**src/mcbr_pkg.sv**
```systemverilog
// Package of constants and types for the monitor and control bus responder.
package mcbr_pkg;

	// ==========================================
	// Timing
	// ==========================================
	localparam int CLK_HZ              = 40_000_000;
	localparam int BAUD_RATE           = 57_600;
	localparam int BIT_CYCLES          = CLK_HZ / BAUD_RATE;
	localparam int ACK_LIMIT_US        = 382;
	localparam int CYCLES_PER_US       = CLK_HZ / 1_000_000;
	localparam int ACK_LIMIT_CYCLES    = (ACK_LIMIT_US * CYCLES_PER_US);
	localparam int SECOND_LIMIT_US     = 573;
	localparam int SECOND_LIMIT_CYCLES = (SECOND_LIMIT_US * CYCLES_PER_US);
	localparam int HANDSHAKE_CYCLES    = 4000;

	// ==========================================
	// Function codes
	// ==========================================
	localparam logic [7:0] MESSAGE_SYNC_CODE = 8'h16;
	localparam logic [7:0] ACK_CODE          = 8'h06;
	localparam logic [7:0] SECOND_ACK_CODE   = 8'h11;
	localparam logic [7:0] NAK_CODE          = 8'h15;
	localparam logic [7:0] NO_RESPONSE_CODE  = 8'h12;

	// ==========================================
	// Address block
	// ==========================================
	localparam logic [14:0] BLOCK_START_RESET = 15'h0000;
	localparam logic [14:0] BLOCK_SIZE        = 15'h0220;
	localparam int          INTERNAL_COUNT    = 16;
	localparam logic [15:0] IFACE_TYPE_CODE   = 16'h0101; // Arbitrary value.
	localparam logic [15:0] COUNTER_RESET     = 16'h0000;

	// Internal slots, counted down from the block end address.
	localparam logic [3:0] SLOT_NO_CTRL_RESP = 4'hC;
	localparam logic [3:0] SLOT_NO_MON_RESP  = 4'hB;
	localparam logic [3:0] SLOT_IFACE_TYPE   = 4'hA;
	localparam logic [3:0] SLOT_LAST_ADDR    = 4'h9;
	localparam logic [3:0] SLOT_LAST_ARG     = 4'h8;
	localparam logic [3:0] SLOT_ADDR_PAR     = 4'h7;
	localparam logic [3:0] SLOT_ARG_PAR_ALL  = 4'h6;
	localparam logic [3:0] SLOT_BAD_SYNC     = 4'h5;
	localparam logic [3:0] SLOT_ARG_PAR_BLK  = 4'h4;
	localparam logic [3:0] SLOT_BLOCK_ID     = 4'h3;
	localparam logic [3:0] SLOT_CTRL_COUNT   = 4'h2;
	localparam logic [3:0] SLOT_MON_COUNT    = 4'h1;
	localparam logic [3:0] SLOT_BLOCK_START  = 4'h0;

	// ==========================================
	// Types
	// ==========================================
	typedef struct packed {
		logic [7:0] data;
		logic       parity_odd;
	} mcbr_char_s;

	typedef struct packed {
		logic        is_control;
		logic [14:0] address;
		logic [15:0] argument;
	} mcbr_request_s;

endpackage

```
**src/mcbr_fifo.sv**
```systemverilog
// Reply character FIFO with parameterised width and depth.
module mcbr_fifo #(
	parameter int WIDTH = 8,
	parameter int DEPTH = 8
) (
	// Clock and reset
	input  wire logic             clk,
	input  wire logic             reset_n,
	// Fill side
	input  wire logic             in_valid,
	output logic                  in_ready,
	input  wire logic [WIDTH-1:0] in_data,
	// Drain side
	output logic                  out_valid,
	input  wire logic             out_ready,
	output logic [WIDTH-1:0]      out_data
);
	localparam int AW = $clog2(DEPTH);

	logic [WIDTH-1:0] mem [DEPTH];
	logic [AW-1:0]    wr_q;
	logic [AW-1:0]    rd_q;
	logic [AW:0]      cnt_q;
	wire              push = in_valid && in_ready;
	wire              pop  = out_valid && out_ready;

	assign in_ready  = (cnt_q != (AW+1)'(DEPTH));
	assign out_valid = (cnt_q != '0);
	assign out_data  = mem[rd_q];

	always_ff @(posedge clk) begin
		if (push) begin
			mem[wr_q] <= in_data;
		end
	end

	always_ff @(posedge clk or negedge reset_n) begin
		if (!reset_n) begin
			wr_q  <= '0;
			rd_q  <= '0;
			cnt_q <= '0;
		end else begin
			if (push) begin
				wr_q <= (wr_q == AW'(DEPTH - 1)) ? '0 : wr_q + 1'b1;
			end
			if (pop) begin
				rd_q <= (rd_q == AW'(DEPTH - 1)) ? '0 : rd_q + 1'b1;
			end
			cnt_q <= cnt_q + (AW+1)'(push) - (AW+1)'(pop);
		end
	end
endmodule

```
**src/mcbr_responder.sv**
```systemverilog
// Monitor and control bus responder: receiver, decoder, counters and reply sender.
module mcbr_responder
	import mcbr_pkg::*;
#(
	parameter int HANDSHAKE_LIMIT = HANDSHAKE_CYCLES,
	parameter int FIFO_DEPTH      = 8
) (
	// Clock and reset
	input  wire logic        clk,
	input  wire logic        reset_n,
	// Bus lines
	input  wire logic        command_line,
	output logic             reply_line_o,
	output logic             reply_line_oe,
	// Device identification and block table
	input  wire logic [7:0]  device_id,
	output logic [7:0]       table_index,
	input  wire logic [14:0] table_block_start,
	// Device handshake
	output logic             dev_request,
	output logic             dev_is_control,
	output logic [14:0]      dev_channel,
	output logic [15:0]      dev_argument,
	input  wire logic        dev_ack,
	input  wire logic [15:0] dev_monitor_data
);
	// ==========================================
	// Receiver
	// ==========================================
	typedef enum logic [1:0] {RX_IDLE, RX_BITS, RX_STOP} mcbr_rx_e;
	mcbr_rx_e    rx_state_q;
	logic [15:0] rx_cnt_q;
	logic [3:0]  rx_bit_q;
	logic [8:0]  rx_sh_q;
	logic        rx_done_q;
	mcbr_char_s  rx_char_q;
	wire         rx_bit_tick = (rx_cnt_q == 16'd0);

	always_ff @(posedge clk or negedge reset_n) begin
		if (!reset_n) begin
			rx_state_q <= RX_IDLE;
			rx_cnt_q   <= '0;
			rx_bit_q   <= '0;
			rx_sh_q    <= '0;
			rx_done_q  <= 1'b0;
			rx_char_q  <= '0;
		end else begin
			rx_done_q <= 1'b0;
			if (rx_cnt_q != 16'd0) rx_cnt_q <= rx_cnt_q - 1'b1;
			unique case (rx_state_q)
				RX_IDLE: if (!command_line) begin
					rx_cnt_q   <= 16'(BIT_CYCLES + BIT_CYCLES / 2);
					rx_bit_q   <= '0;
					rx_state_q <= RX_BITS;
				end
				RX_BITS: if (rx_bit_tick) begin
					rx_sh_q  <= {command_line, rx_sh_q[8:1]};
					rx_cnt_q <= 16'(BIT_CYCLES);
					rx_bit_q <= rx_bit_q + 1'b1;
					if (rx_bit_q == 4'd8) rx_state_q <= RX_STOP;
				end
				RX_STOP: if (rx_bit_tick) begin
					rx_state_q <= RX_IDLE;
					rx_done_q  <= command_line;
					rx_char_q  <= '{data: rx_sh_q[7:0], parity_odd: ^rx_sh_q};
				end
			endcase
		end
	end

	// ==========================================
	// Message decode
	// ==========================================
	logic [2:0]    byte_idx_q;
	logic          hunting_q;
	logic          arg_bad_q;
	mcbr_request_s req_q;
	logic [14:0]   block_start_q;

	wire is_sync_char = !rx_char_q.parity_odd;
	wire bad_sync     = is_sync_char && rx_char_q.data != MESSAGE_SYNC_CODE;
	wire good_sync    = is_sync_char && !bad_sync;
	wire [14:0] rx_address   = {req_q.address[14:8], rx_char_q.data} ;
	wire [14:0] block_end    = block_start_q + BLOCK_SIZE - 15'd1;
	wire        in_block     = rx_address >= block_start_q && rx_address <= block_end;
	wire        internal_hit = (block_end - req_q.address) < 15'(INTERNAL_COUNT);
	wire [3:0]  slot         = 4'(block_end - req_q.address);

	// ==========================================
	// Reply sequencer
	// ==========================================
	typedef enum logic [2:0] {SQ_IDLE, SQ_ACK, SQ_WAIT_ARG, SQ_DEVICE, SQ_HOLD, SQ_SECOND}
		mcbr_seq_e;
	mcbr_seq_e   seq_q;
	logic [15:0] wait_q;
	logic [15:0] min_q;
	logic [15:0] hs_q;
	logic [7:0]  second_q;
	logic        mono_q;
	logic [15:0] mon_q;
	logic        fifo_in_valid;
	logic        fifo_in_ready;
	mcbr_char_s  fifo_in_data;

	logic [15:0] cnt_q [INTERNAL_COUNT];

	wire addr_low_done = rx_done_q && byte_idx_q == 3'd2 && !hunting_q;
	wire arg_low_done  = rx_done_q && byte_idx_q == 3'd4 && !hunting_q;
	wire addr_good     = addr_low_done && rx_char_q.parity_odd && !arg_bad_q;

	// Internal reads return counters; fixed slots read the type code, device_id and block start.
	wire [15:0] internal_value =
		(slot == SLOT_IFACE_TYPE)  ? IFACE_TYPE_CODE :
		(slot == SLOT_BLOCK_ID)    ? {8'h00, device_id} :
		(slot == SLOT_BLOCK_START) ? {1'b0, block_start_q} : cnt_q[slot];

	always_ff @(posedge clk or negedge reset_n) begin
		if (!reset_n) begin
			byte_idx_q    <= '0;
			hunting_q     <= 1'b1;
			arg_bad_q     <= 1'b0;
			req_q         <= '0;
			block_start_q <= BLOCK_START_RESET;
			seq_q         <= SQ_IDLE;
			wait_q        <= '0;
			min_q         <= '0;
			hs_q          <= '0;
			second_q      <= '0;
			mono_q        <= 1'b0;
			mon_q         <= '0;
			dev_request   <= 1'b0;
			dev_is_control <= 1'b0;
			dev_channel   <= '0;
			dev_argument  <= '0;
			table_index   <= '0;
			for (int i = 0; i < INTERNAL_COUNT; i++) cnt_q[i] <= COUNTER_RESET;
		end else begin
			block_start_q <= table_block_start;
			table_index   <= device_id;
			if (min_q != 16'd0) min_q <= min_q - 1'b1;
			if (rx_done_q) begin
				if (good_sync) begin
					byte_idx_q <= 3'd1;
					hunting_q  <= 1'b0;
					arg_bad_q  <= 1'b0;
				end else if (!hunting_q) begin
					// Inside a message every other byte fills its slot, so parity errors are seen.
					byte_idx_q <= byte_idx_q + 1'b1;
					unique case (byte_idx_q)
						3'd1: begin
							req_q.is_control   <= rx_char_q.data[7];
							req_q.address[14:8] <= rx_char_q.data[6:0];
							arg_bad_q          <= !rx_char_q.parity_odd;
						end
						3'd2: begin
							req_q.address[7:0] <= rx_char_q.data;
							if (arg_bad_q || !rx_char_q.parity_odd) begin
								cnt_q[SLOT_ADDR_PAR] <= cnt_q[SLOT_ADDR_PAR] + 1'b1;
								hunting_q <= 1'b1;
							end
							arg_bad_q <= 1'b0;
						end
						3'd3: begin
							req_q.argument[15:8] <= rx_char_q.data;
							arg_bad_q <= !rx_char_q.parity_odd;
						end
						3'd4: begin
							req_q.argument[7:0] <= rx_char_q.data;
							hunting_q <= 1'b1;
							if (arg_bad_q || !rx_char_q.parity_odd) begin
								cnt_q[SLOT_ARG_PAR_ALL] <= cnt_q[SLOT_ARG_PAR_ALL] + 1'b1;
								arg_bad_q <= 1'b1;
							end
						end
						default: hunting_q <= 1'b1;
					endcase
				end else if (bad_sync) begin
					cnt_q[SLOT_BAD_SYNC] <= cnt_q[SLOT_BAD_SYNC] + 1'b1;
				end
			end
			unique case (seq_q)
				SQ_IDLE: if (addr_good && in_block) begin
					mono_q <= !req_q.is_control;
					seq_q  <= SQ_ACK;
					min_q  <= 16'(SECOND_LIMIT_CYCLES - 11 * BIT_CYCLES);
				end
				SQ_ACK: if (fifo_in_ready) begin
					seq_q <= mono_q ? SQ_DEVICE : SQ_WAIT_ARG;
					hs_q  <= 16'(HANDSHAKE_LIMIT);
					if (mono_q) begin
						dev_request    <= !internal_hit;
						dev_is_control <= 1'b0;
						dev_channel    <= req_q.address;
					end
				end
				SQ_WAIT_ARG: if (arg_low_done) begin
					if (arg_bad_q || !rx_char_q.parity_odd) begin
						second_q <= NAK_CODE;
						cnt_q[SLOT_ARG_PAR_BLK] <= cnt_q[SLOT_ARG_PAR_BLK] + 1'b1;
						seq_q    <= SQ_HOLD;
					end else if (internal_hit) begin
						if (slot != SLOT_IFACE_TYPE && slot != SLOT_BLOCK_ID &&
							slot != SLOT_BLOCK_START) begin
							cnt_q[slot] <= {req_q.argument[15:8], rx_char_q.data};
						end
						second_q <= SECOND_ACK_CODE;
						seq_q    <= SQ_HOLD;
					end else begin
						dev_request    <= 1'b1;
						dev_is_control <= 1'b1;
						dev_channel    <= req_q.address;
						dev_argument   <= {req_q.argument[15:8], rx_char_q.data};
						cnt_q[SLOT_LAST_ADDR] <= {1'b1, req_q.address};
						cnt_q[SLOT_LAST_ARG]  <= {req_q.argument[15:8], rx_char_q.data};
						seq_q <= SQ_DEVICE;
					end
				end
				SQ_DEVICE: begin
					hs_q <= hs_q - 1'b1;
					if (!dev_request && mono_q) begin
						mon_q    <= internal_value;
						second_q <= 8'h00;
						seq_q    <= SQ_HOLD;
					end else if (dev_ack) begin
						dev_request <= 1'b0;
						mon_q       <= dev_monitor_data;
						second_q    <= mono_q ? 8'h00 : SECOND_ACK_CODE;
						if (mono_q) cnt_q[SLOT_MON_COUNT] <= cnt_q[SLOT_MON_COUNT] + 1'b1;
						else cnt_q[SLOT_CTRL_COUNT] <= cnt_q[SLOT_CTRL_COUNT] + 1'b1;
						seq_q <= SQ_HOLD;
					end else if (hs_q == 16'd0) begin
						dev_request <= 1'b0;
						second_q    <= NO_RESPONSE_CODE;
						if (mono_q) cnt_q[SLOT_NO_MON_RESP] <= cnt_q[SLOT_NO_MON_RESP] + 1'b1;
						else cnt_q[SLOT_NO_CTRL_RESP] <= cnt_q[SLOT_NO_CTRL_RESP] + 1'b1;
						seq_q <= SQ_HOLD;
					end
				end
				SQ_HOLD: if (min_q == 16'd0 || mono_q) begin
					seq_q  <= SQ_SECOND;
					wait_q <= 16'd2;
				end
				SQ_SECOND: if (fifo_in_ready) begin
					if (mono_q && second_q == 8'h00) begin
						if (wait_q == 16'd2) wait_q <= 16'd1;
						else seq_q <= SQ_IDLE;
					end else begin
						seq_q <= SQ_IDLE;
					end
					if (mono_q && second_q == 8'h00 && wait_q != 16'd2) seq_q <= SQ_IDLE;
				end
			endcase
		end
	end

	// Characters queued for the sender.
	always_comb begin
		fifo_in_valid = 1'b0;
		fifo_in_data  = '{data: 8'h00, parity_odd: 1'b0};
		if (seq_q == SQ_ACK) begin
			fifo_in_valid = 1'b1;
			fifo_in_data  = '{data: ACK_CODE, parity_odd: 1'b0};
		end else if (seq_q == SQ_SECOND) begin
			fifo_in_valid = 1'b1;
			if (!(mono_q && second_q == 8'h00)) begin
				fifo_in_data = '{data: second_q, parity_odd: 1'b0};
			end else if (wait_q == 16'd2) begin
				fifo_in_data = '{data: mon_q[15:8], parity_odd: 1'b1};
			end else begin
				fifo_in_data = '{data: mon_q[7:0], parity_odd: 1'b1};
			end
		end
	end

	// ==========================================
	// Transmitter
	// ==========================================
	logic        tx_valid;
	logic        tx_ready;
	mcbr_char_s  tx_data;
	logic [10:0] tx_sh_q;
	logic [3:0]  tx_left_q;
	logic [15:0] tx_cnt_q;
	// The parity kind travels with each character, so data equal to a code keeps odd parity.
	wire         tx_par  = tx_data.parity_odd ? ~^tx_data.data : ^tx_data.data;

	assign tx_ready = (tx_left_q == 4'd0);

	mcbr_fifo #(.WIDTH($bits(mcbr_char_s)), .DEPTH(FIFO_DEPTH)) u_fifo (
		.clk       (clk),
		.reset_n   (reset_n),
		.in_valid  (fifo_in_valid),
		.in_ready  (fifo_in_ready),
		.in_data   (fifo_in_data),
		.out_valid (tx_valid),
		.out_ready (tx_ready),
		.out_data  (tx_data)
	);

	always_ff @(posedge clk or negedge reset_n) begin
		if (!reset_n) begin
			tx_sh_q       <= '1;
			tx_left_q     <= '0;
			tx_cnt_q      <= '0;
			reply_line_o  <= 1'b1;
			reply_line_oe <= 1'b0;
		end else if (tx_left_q == 4'd0) begin
			reply_line_o  <= 1'b1;
			reply_line_oe <= 1'b0;
			if (tx_valid) begin
				tx_sh_q   <= {1'b1, tx_par, tx_data.data, 1'b0};
				tx_left_q <= 4'd11;
				tx_cnt_q  <= '0;
			end
		end else begin
			reply_line_oe <= 1'b1;
			reply_line_o  <= tx_sh_q[0];
			if (tx_cnt_q == 16'(BIT_CYCLES - 1)) begin
				tx_cnt_q  <= '0;
				tx_sh_q   <= {1'b1, tx_sh_q[10:1]};
				tx_left_q <= tx_left_q - 1'b1;
			end else begin
				tx_cnt_q <= tx_cnt_q + 1'b1;
			end
		end
	end
endmodule

```
**config.mk**
```make
export PLATFORM = sky130hd
export DESIGN_NAME = mcbr_responder
export DESIGN_NICKNAME = d
export VERILOG_FILES = /design/src/mcbr_pkg.sv /design/src/mcbr_fifo.sv /design/src/mcbr_responder.sv
export SDC_FILE = /design/constraint.sdc
export NUM_CORES = 1
export LEC_CHECK = 0
export ABC_CLOCK_PERIOD_IN_PS = 11800
export BUFFER_PORTS_ARGS = -buffer_cell sky130_fd_sc_hd__buf_4
export CORE_ASPECT_RATIO = 0.5
export CORE_MARGIN = 3
export CORE_UTILIZATION = 58
export DETAILED_ROUTE_END_ITERATION = 8
export PLACE_DENSITY_LB_ADDON = 0.25
export SLEW_MARGIN = 10
export SYNTH_ARGS = -nofsm -noshare
export SYNTH_HDL_FRONTEND = slang
export SYNTH_SLANG_ARGS = --single-unit
```
**constraint.sdc**
```tcl
create_clock -name clk -period 11.8 [get_ports clk]
set_input_delay 2.36 -clock clk [delete_from_list [all_inputs] [get_ports clk]]
set_output_delay 2.36 -clock clk [all_outputs]
set_load 0.1 [all_outputs]
```
# [Yosys cells after proc, flatten, opt, wreduce, memory -nomap -nowiden]
# Memories as Yosys holds them, arrays and structs flattened.
# Index checks and enable logic that the tools add are counted.
[classes] add_sub_neg=22 n_lt_le_gt_ge=5 n_eq_ne=53 mux=137 n_bitwise=5 n_reduce_logical=80
[op_table] op="16-bit 2-to-1 mux" n=33
[op_table] op="240-bit 2-to-1 mux" n=2
[op_table] op="256-bit bitwise mux" n=1
[op_table] op="32-bit 2-to-1 mux" n=7
[op_table] op="96-bit 2-to-1 mux" n=2
[op_table] op="176-bit 2-to-1 mux" n=1
[op_table] op="16-bit by 1-bit adder with 16-bit output (second input constant)" n=9
[op_table] op="48-bit 2-to-1 mux" n=3
[op_table] op="32-bit one-hot mux with 2 select lines" n=2
[op_table] op="112-bit 2-to-1 mux" n=1
[op_table] op="16-bit one-hot mux with 2 select lines" n=3
[op_table] op="15-bit 2-to-1 mux" n=5
[op_table] op="16-bit binary-select mux with 4-bit select" n=1
[op_table] op="16-bit demux with 4-bit select" n=1
[op_table] op="3-bit 2-to-1 mux" n=17
[op_table] op="16-bit zero test" n=3
[op_table] op="8-bit 2-to-1 mux" n=6
[op_table] op="16-bit by 1-bit subtractor with 16-bit output (second input constant)" n=3
[op_table] op="2-bit inequality test (second input constant)" n=20
[op_table] op="9-bit 2-to-1 mux" n=4
[op_table] op="4-bit AND reduction" n=9
[op_table] op="11-bit 2-to-1 mux" n=3
[op_table] op="16-bit nonzero test" n=2
[op_table] op="15-bit one-hot mux with 2 select lines" n=1
[op_table] op="other kinds (62)" n=163
[word_totals] regBits=501 ram_bits=72 in_bits=43 out_inout_bits=43 wordCells=354 mem_count=1
[mem_list] name="u_fifo.mem" words=8 width=9 read_ports=1 rd_ports_with_merged_regs=0 wr=1 line_no="mcbr_fifo.sv:20" text="logic [WIDTH-1:0] mem [DEPTH];"

# [Longest topological paths before layout]
[logic_depth] word_depth=14 depth_mapped=22

# [Modules after synthesis]
# A second synthesis with hierarchy kept.
[hier_totals] hier_cells=2821 hier_area_um2=29677.2
[modules_own_cells] module="mcbr_responder" instances=1 cells_per_inst=2661 area_each_um2=26292.7 seq_area_each_um2=11626.2
[modules_own_cells] module="mcbr_fifo" instances=1 cells_per_inst=160 area_each_um2=3384.5 seq_area_each_um2=2412.3

# [Worst setup path before layout]
# OpenSTA, ideal clock, no wires.
[synth_path] path_type="reg-to-reg" start="reg block_start_q[7]" end="reg cnt_q[148] (netlist name)" arrival_ns=4.842 setup_slack_ns=6.836 stages_incl_launch_ff=22 n_path_buf=6 synth_period_minus_slack_ns=4.964 cell_sequence="dfrtp_1 clkbuf_1 inv_1 a2111oi_0 o21ai_0 or3_1 xnor2_1 ha_1 clkbuf_1 nor2b_1 a211oi_1 a2111oi_0 o21ai_0 a211o_1 clkbuf_1 or2_1 buf_6 or4_4 buf_6 buf_8 nor2_4 a21oi_2"
[synth_between] elab_chain_cells=8
[synth_lines] item="start, declared" line_no="mcbr_responder.sv:78" text="logic [14:0] block_start_q;"
[synth_lines] item="start signal, assigned" line_no="mcbr_responder.sv:138" text="block_start_q <= table_block_start;"
[synth_lines] item="15-bit by 10-bit adder with 15-bit output" line_no="mcbr_responder.sv:84" text="wire [14:0] block_end = block_start_q + BLOCK_SIZE - 15'd1;"
[synth_lines] item="15-bit by 1-bit subtractor with 15-bit output" line_no="mcbr_responder.sv:84"
[synth_lines] item="15-bit subtractor"
[synth_lines] item="15-bit by 5-bit less-than comparator with 1-bit output" line_no="mcbr_responder.sv:86" text="wire internal_hit = (block_end - req_q.address) < 15'(INTERNAL_COUNT);"
[synth_lines] item="112-bit 2-to-1 mux" line_no="mcbr_responder.sv:201" text="end else if (internal_hit) begin"
[synth_lines] item="176-bit 2-to-1 mux" line_no="mcbr_responder.sv:197" text="if (arg_bad_q || !rx_char_q.parity_odd) begin"
[synth_lines] item="240-bit 2-to-1 mux" line_no="mcbr_responder.sv:196" text="SQ_WAIT_ARG: if (arg_low_done) begin"
[synth_lines] item="96-bit 2-to-1 mux" line_no="mcbr_responder.sv:181" text="unique case (seq_q)"
[synth_lines] item="end signal, assigned by index" line_no="mcbr_responder.sv:178" text="cnt_q[SLOT_BAD_SYNC] <= cnt_q[SLOT_BAD_SYNC] + 1'b1;"
[synth_lines] item="end signal, assigned by index" line_no="mcbr_responder.sv:199" text="cnt_q[SLOT_ARG_PAR_BLK] <= cnt_q[SLOT_ARG_PAR_BLK] + 1'b1;"
[synth_lines] item="end signal, assigned by index" line_no="mcbr_responder.sv:204" text="cnt_q[slot] <= {req_q.argument[15:8], rx_char_q.data};"
[synth_lines] item="end, declared" line_no="mcbr_responder.sv:105" text="logic [15:0] cnt_q [INTERNAL_COUNT];"
# Every way passes these cells. The select of a mux whose other input is x is not followed.
# A chain may end at the register's enable or synchronous reset.

# [Final worst setup path]
[layout_path] start="reg block_start_q[0]" end="reg dev_channel[9]"
[layout_between] elab_chain_cells=6
[layout_lines] item="15-bit by 10-bit adder with 15-bit output" line_no="mcbr_responder.sv:84"
[layout_lines] item="15-bit by 1-bit subtractor with 15-bit output" line_no="mcbr_responder.sv:84"
[layout_lines] item="15-bit subtractor"
[layout_lines] item="15-bit by 5-bit less-than comparator with 1-bit output" line_no="mcbr_responder.sv:86"
[layout_lines] item="2-bit inequality test (no source line)"
[layout_lines] item="6-bit AND reduction (no source line)"
[layout_lines] item="end signal, assigned" line_no="mcbr_responder.sv:193" text="dev_channel <= req_q.address;"
[layout_lines] item="end signal, assigned" line_no="mcbr_responder.sv:211" text="dev_channel <= req_q.address;"
[layout_lines] item="end, declared" line_no="mcbr_responder.sv:22" text="output logic [14:0] dev_channel,"
# Every way passes these cells.

==> run summary <==
Power spread over the standard cell area amounts to 122 mW/mm². Ranked by instance count, the synthesized netlist is headed by sky130_fd_sc_hd__dfrtp_1 (458), sky130_fd_sc_hd__nand2_1 (232), sky130_fd_sc_hd__nor2_1 (207). The post-cts gate resize count is 0. Of the total power, the share spent switching nets is 23.2%. The worst setup path is of the reg2reg kind. The first global-routing pass estimated 123 mm of wire.

The worst setup path is launched from a flip-flop. The launch instance of the worst register-to-register path was block_start_q[0]. The logs give 0 for the synthesis warning total and 0 for the number of endpoints failing setup at the final stage. The tools report the row count as 57.

The run gives 59.2% as the starting density of the core. The total leakage power is 13.6 nW, and the worst supply voltage drop on vdd is 0.0993 mV. The path category of the worst min-delay check was reg2reg. The kind of cell with the highest combined delay along the critical path is simple AND/OR/NAND/NOR gates.

After the first detailed-routing iteration, the DRC count stood at 2,431. Cell with the most instances after synthesis: sky130_fd_sc_hd__dfrtp_1. The routability-driven placement congestion ratio was 0.928; the number of nets with antenna violations after detailed routing was 0.

The capturing element of the worst setup path is dev_channel[9]. The final layout contains routed wiring with a total length of 78.5 mm. Summing the sequential cell areas from Yosys gives 48.1% of the chip area. Unique cell type count in the Yosys netlist: 95. The worst path uses 51.7% of the clock period.

The worst slack at placement was 5850 ps. The run finished with clean final reports. The prevailing post-synth register cell is sky130_fd_sc_hd__dfrtp_1. Chip height: 164 µm. The average size of a mapped cell is 10.5 µm².

The tools report the peak clock frequency supported by timing as 164 MHz. The total negative setup slack was 0 ps; the remaining max-slew budget at the tightest pin was 17.7%. For this design the top-level I/O count stands at 86. The number of flops mapped to enable cells by yosys is 72. The logs give 21,991 for the number of vias after detailed routing and 44.6% for the part of the total power dissipated in the clock network. The fraction of final layout cells sized beyond drive strength 1 was 18.3%; the maximum clock path buffer count was 3. Entering global routing, the biggest net connects 162 pins.

After layout, the worst setup slack is 5700 ps. Setup repair after global routing left no endpoint under its margin. For the total die area, the log shows 0.0528 mm². The tools report the root buffer selected by CTS as sky130_fd_sc_hd__clkbuf_16.

Global routing used 29.9% of the available tracks across all layers. The clock transition time at the flip-flop clock pins of the worst setup and hold paths was 70 ps; the summed instance area of the synthesized netlist was 0.0290 mm². The most critical setup path has its startpoint at block_start_q[0]. For the final database, setup skew stands at 31.5 ps. STA classifies the critical path endpoint as a flip-flop.

The buffer count from post-CTS setup fixing was 0. The biggest area consumer among synthesized cells is sky130_fd_sc_hd__dfrtp_1. The share of the core filled with cells was 64.8%. The endpoint of the most critical register-to-register path was dev_channel[9]. Buffers inserted during clock tree synthesis total 48. In this run the register-to-register setup slack is 5700 ps. The post-detailed-route wirelength per cell works out to 22.8 µm. The total congestion overflow was 0; the via count of the first global-routing pass was 21,188. The number of cells traversed by the worst register-to-register path works out to 15.

Combinational share of power: 6.1%. STA puts the critical path data required time at 12,260 ps. Walking the worst path, the cells encountered are nor3_4, a2111oi_0, o21ai_0, or3_1, xnor2_1, ha_1, nor2b_1, a211oi_1, a2111oi_0, o21ai_0, a211o_1, or2_1, nand2_2, nand2_1, mux2_2. Synthesized netlist net count: 2,898. The share of the synthesized area in the top cell type was 39.5%; the delay of the slowest cell on the worst path was 760 ps. The time the worst path needs with I/O delays and setup was 6100 ps.

By area the synthesized netlist is led by sky130_fd_sc_hd__dfrtp_1 (40%), sky130_fd_sc_hd__edfxtp_1 (7.5%), sky130_fd_sc_hd__mux4_2 (6.2%). The tools report the HPWL after detailed placement as 53.4 mm. For the power after layout, the log shows 3.85 mW. The proportion of synthesized flip-flops having asynchronous set or reset is 86.7%. In this run, synthesis produced a sequential element count of 542. The internal power of the cells totals 2.96 mW. TritonCTS built the clock tree. Transition time at the pin with the least slew margin: 1230 ps. Along the worst hold path, the cell count comes to 0.

The cell count after synthesis is 2,771. The instance count on the critical path is 15. Across the run, the number of max-cap violations was 0. The number of buffers and inverters on the critical path was 0; the post-cts hold buffer count was 0. The net total in the final layout is 2,872, and the length of the first detailed-routing pass in iterations is 8. The count of buffers inserted at the top-level ports was 85. The run gives 0 as the total count of max-transition violations in the final report.

The slowest stage of the critical path belongs to the cell sky130_fd_sc_hd__a2111oi_0. Data arrives at the worst endpoint at 6550 ps. The area inside the core boundary was 0.0489 mm²; the number of clock sinks seen by CTS was 542. The count of endpoints failing hold in the final timing report is 0.

In the routed layout, each cell is associated on average with a via count of 6.40. The clock tree synthesis step divided the H-tree into 2 levels. The die is 322 µm wide.

The largest fanout on the critical path was 18; the DRC violations left was 0. Sequential cells account for 49.3% of the total power. The tools report the net switching power as 0.893 mW. At the later pin of the worst-skew pair, clock insertion delay measures 600 ps. The area growth from synthesis to layout is 9.44%.

For the initial antenna violation count, the log shows 2.
==> how the worst min path moves through the flow <==
| stage | start | end | slack, ps |
|---|---|---|---|
| 2_1_floorplan | cnt_q[200] | cnt_q[200] | 420 |
| 3_3_place_gp | cnt_q[254] | cnt_q[254] | 360 |
| 3_5_place_dp | cnt_q[200] | cnt_q[200] | 360 |
| 4_1_cts | cnt_q[200] | cnt_q[200] | 380 |
| 5_1_grt | cnt_q[196] | cnt_q[196] | 390 |
| 6_report | cnt_q[252] | cnt_q[252] | 370 |
==> kinds of logic after synthesis <==
logic type                 after synthesis  share of synthesized area, %
buffers and inverters                  297                          4.09
and+or+nand+nor                        822                          13.9
xor gates and xnor gates               112                          3.48
DFF                                    542                          48.1
adders and majority gates               84                          3.68
muxes                                  246                          12.6
AOI/OAI and AO/OA                      668                          14.1
==> cell type report <==
type,instances,area [µm²]
timing repair buffer,121,928
antenna,1,2.50
clock buffer,70,1460
tap,649,812
clock inverter,20,265
fill,3798,17200
sequential,542,13900
multi-input combinational,1932,13900
inverter,100,375
==> per-stage QoR <==
| step | hold slack, ps | instance area (µm²) | cells |
|---|---|---|---|
| 6_report | 374 | 31700 | 3435 |
| 5_1_grt | 387 | 31700 | 3434 |
| 4_1_cts | 378 | 31700 | 3434 |
| 3_5_place_dp | 363 | 30000 | 3344 |
| 3_3_place_gp | 361 | 30000 | 3344 |
| 2_1_floorplan | 424 | 29000 | 2771 |
==> cell usage in the layout (no fill, tap or decap), types with 14 or more instances in the layout <==
master / count
sky130_fd_sc_hd__dfrtp_1: 458
sky130_fd_sc_hd__nand2_1: 231
sky130_fd_sc_hd__nor2_1: 207
sky130_fd_sc_hd__a21oi_1: 200
sky130_fd_sc_hd__o21ai_0: 189
sky130_fd_sc_hd__mux2_2: 144
sky130_fd_sc_hd__buf_4: 119
sky130_fd_sc_hd__inv_1: 98
sky130_fd_sc_hd__ha_1: 81
sky130_fd_sc_hd__mux4_2: 80
sky130_fd_sc_hd__nand3_1: 73
sky130_fd_sc_hd__edfxtp_1: 72
sky130_fd_sc_hd__xnor2_1: 71
sky130_fd_sc_hd__nor3_1: 64
sky130_fd_sc_hd__clkbuf_16: 50
sky130_fd_sc_hd__and3_1: 44
sky130_fd_sc_hd__o22ai_1: 43
sky130_fd_sc_hd__xor2_1: 37
sky130_fd_sc_hd__a31oi_1: 33
sky130_fd_sc_hd__nand4_1: 32
sky130_fd_sc_hd__nor4_1: 23
sky130_fd_sc_hd__mux2i_1: 22
sky130_fd_sc_hd__nor2b_1: 19
sky130_fd_sc_hd__a21o_1: 19
sky130_fd_sc_hd__o21ai_1: 18
sky130_fd_sc_hd__nand2b_1: 17
sky130_fd_sc_hd__and2_1: 16
sky130_fd_sc_hd__a21oi_2: 16
sky130_fd_sc_hd__or3_1: 14
==> layer usage <==
layer / share of wire, % / GRT usage, % / up-vias
li1: - / - / 9982
met1: 43 / 42.2 / 10855
met2: 44 / 44.8 / 959
met3: 9.9 / 8.40 / 191
met4: 3.5 / 10.6 / 4
met5: 0.027 / 0 / -
==> power by group through the flow <==
stage	clock network, mW	registers (mW)	logic [mW]
floorplan	0	1.94	0.127
global placement	0	1.94	0.231
detailed placement	0	1.94	0.232
CTS	1.74	1.90	0.233
global route	1.83	1.90	0.254
finish	1.72	1.90	0.235
==> sequential cells by signal (all words and copies together), names as in the netlist, 4 cells and up <==
register / flops
cnt_q: 244
u_fifo.mem: 72
req_q: 24
dev_argument: 16
hs_q: 16
min_q: 16
mon_q: 16
rx_cnt_q: 16
tx_cnt_q: 16
block_start_q: 15
dev_channel: 15
tx_sh_q: 10
rx_sh_q: 9
rx_address: 8
table_index: 8
rx_bit_q: 4
second_q: 4
tx_left_q: 4
u_fifo.cnt_q: 4
Note: power is estimated with default switching activity, not from simulation.
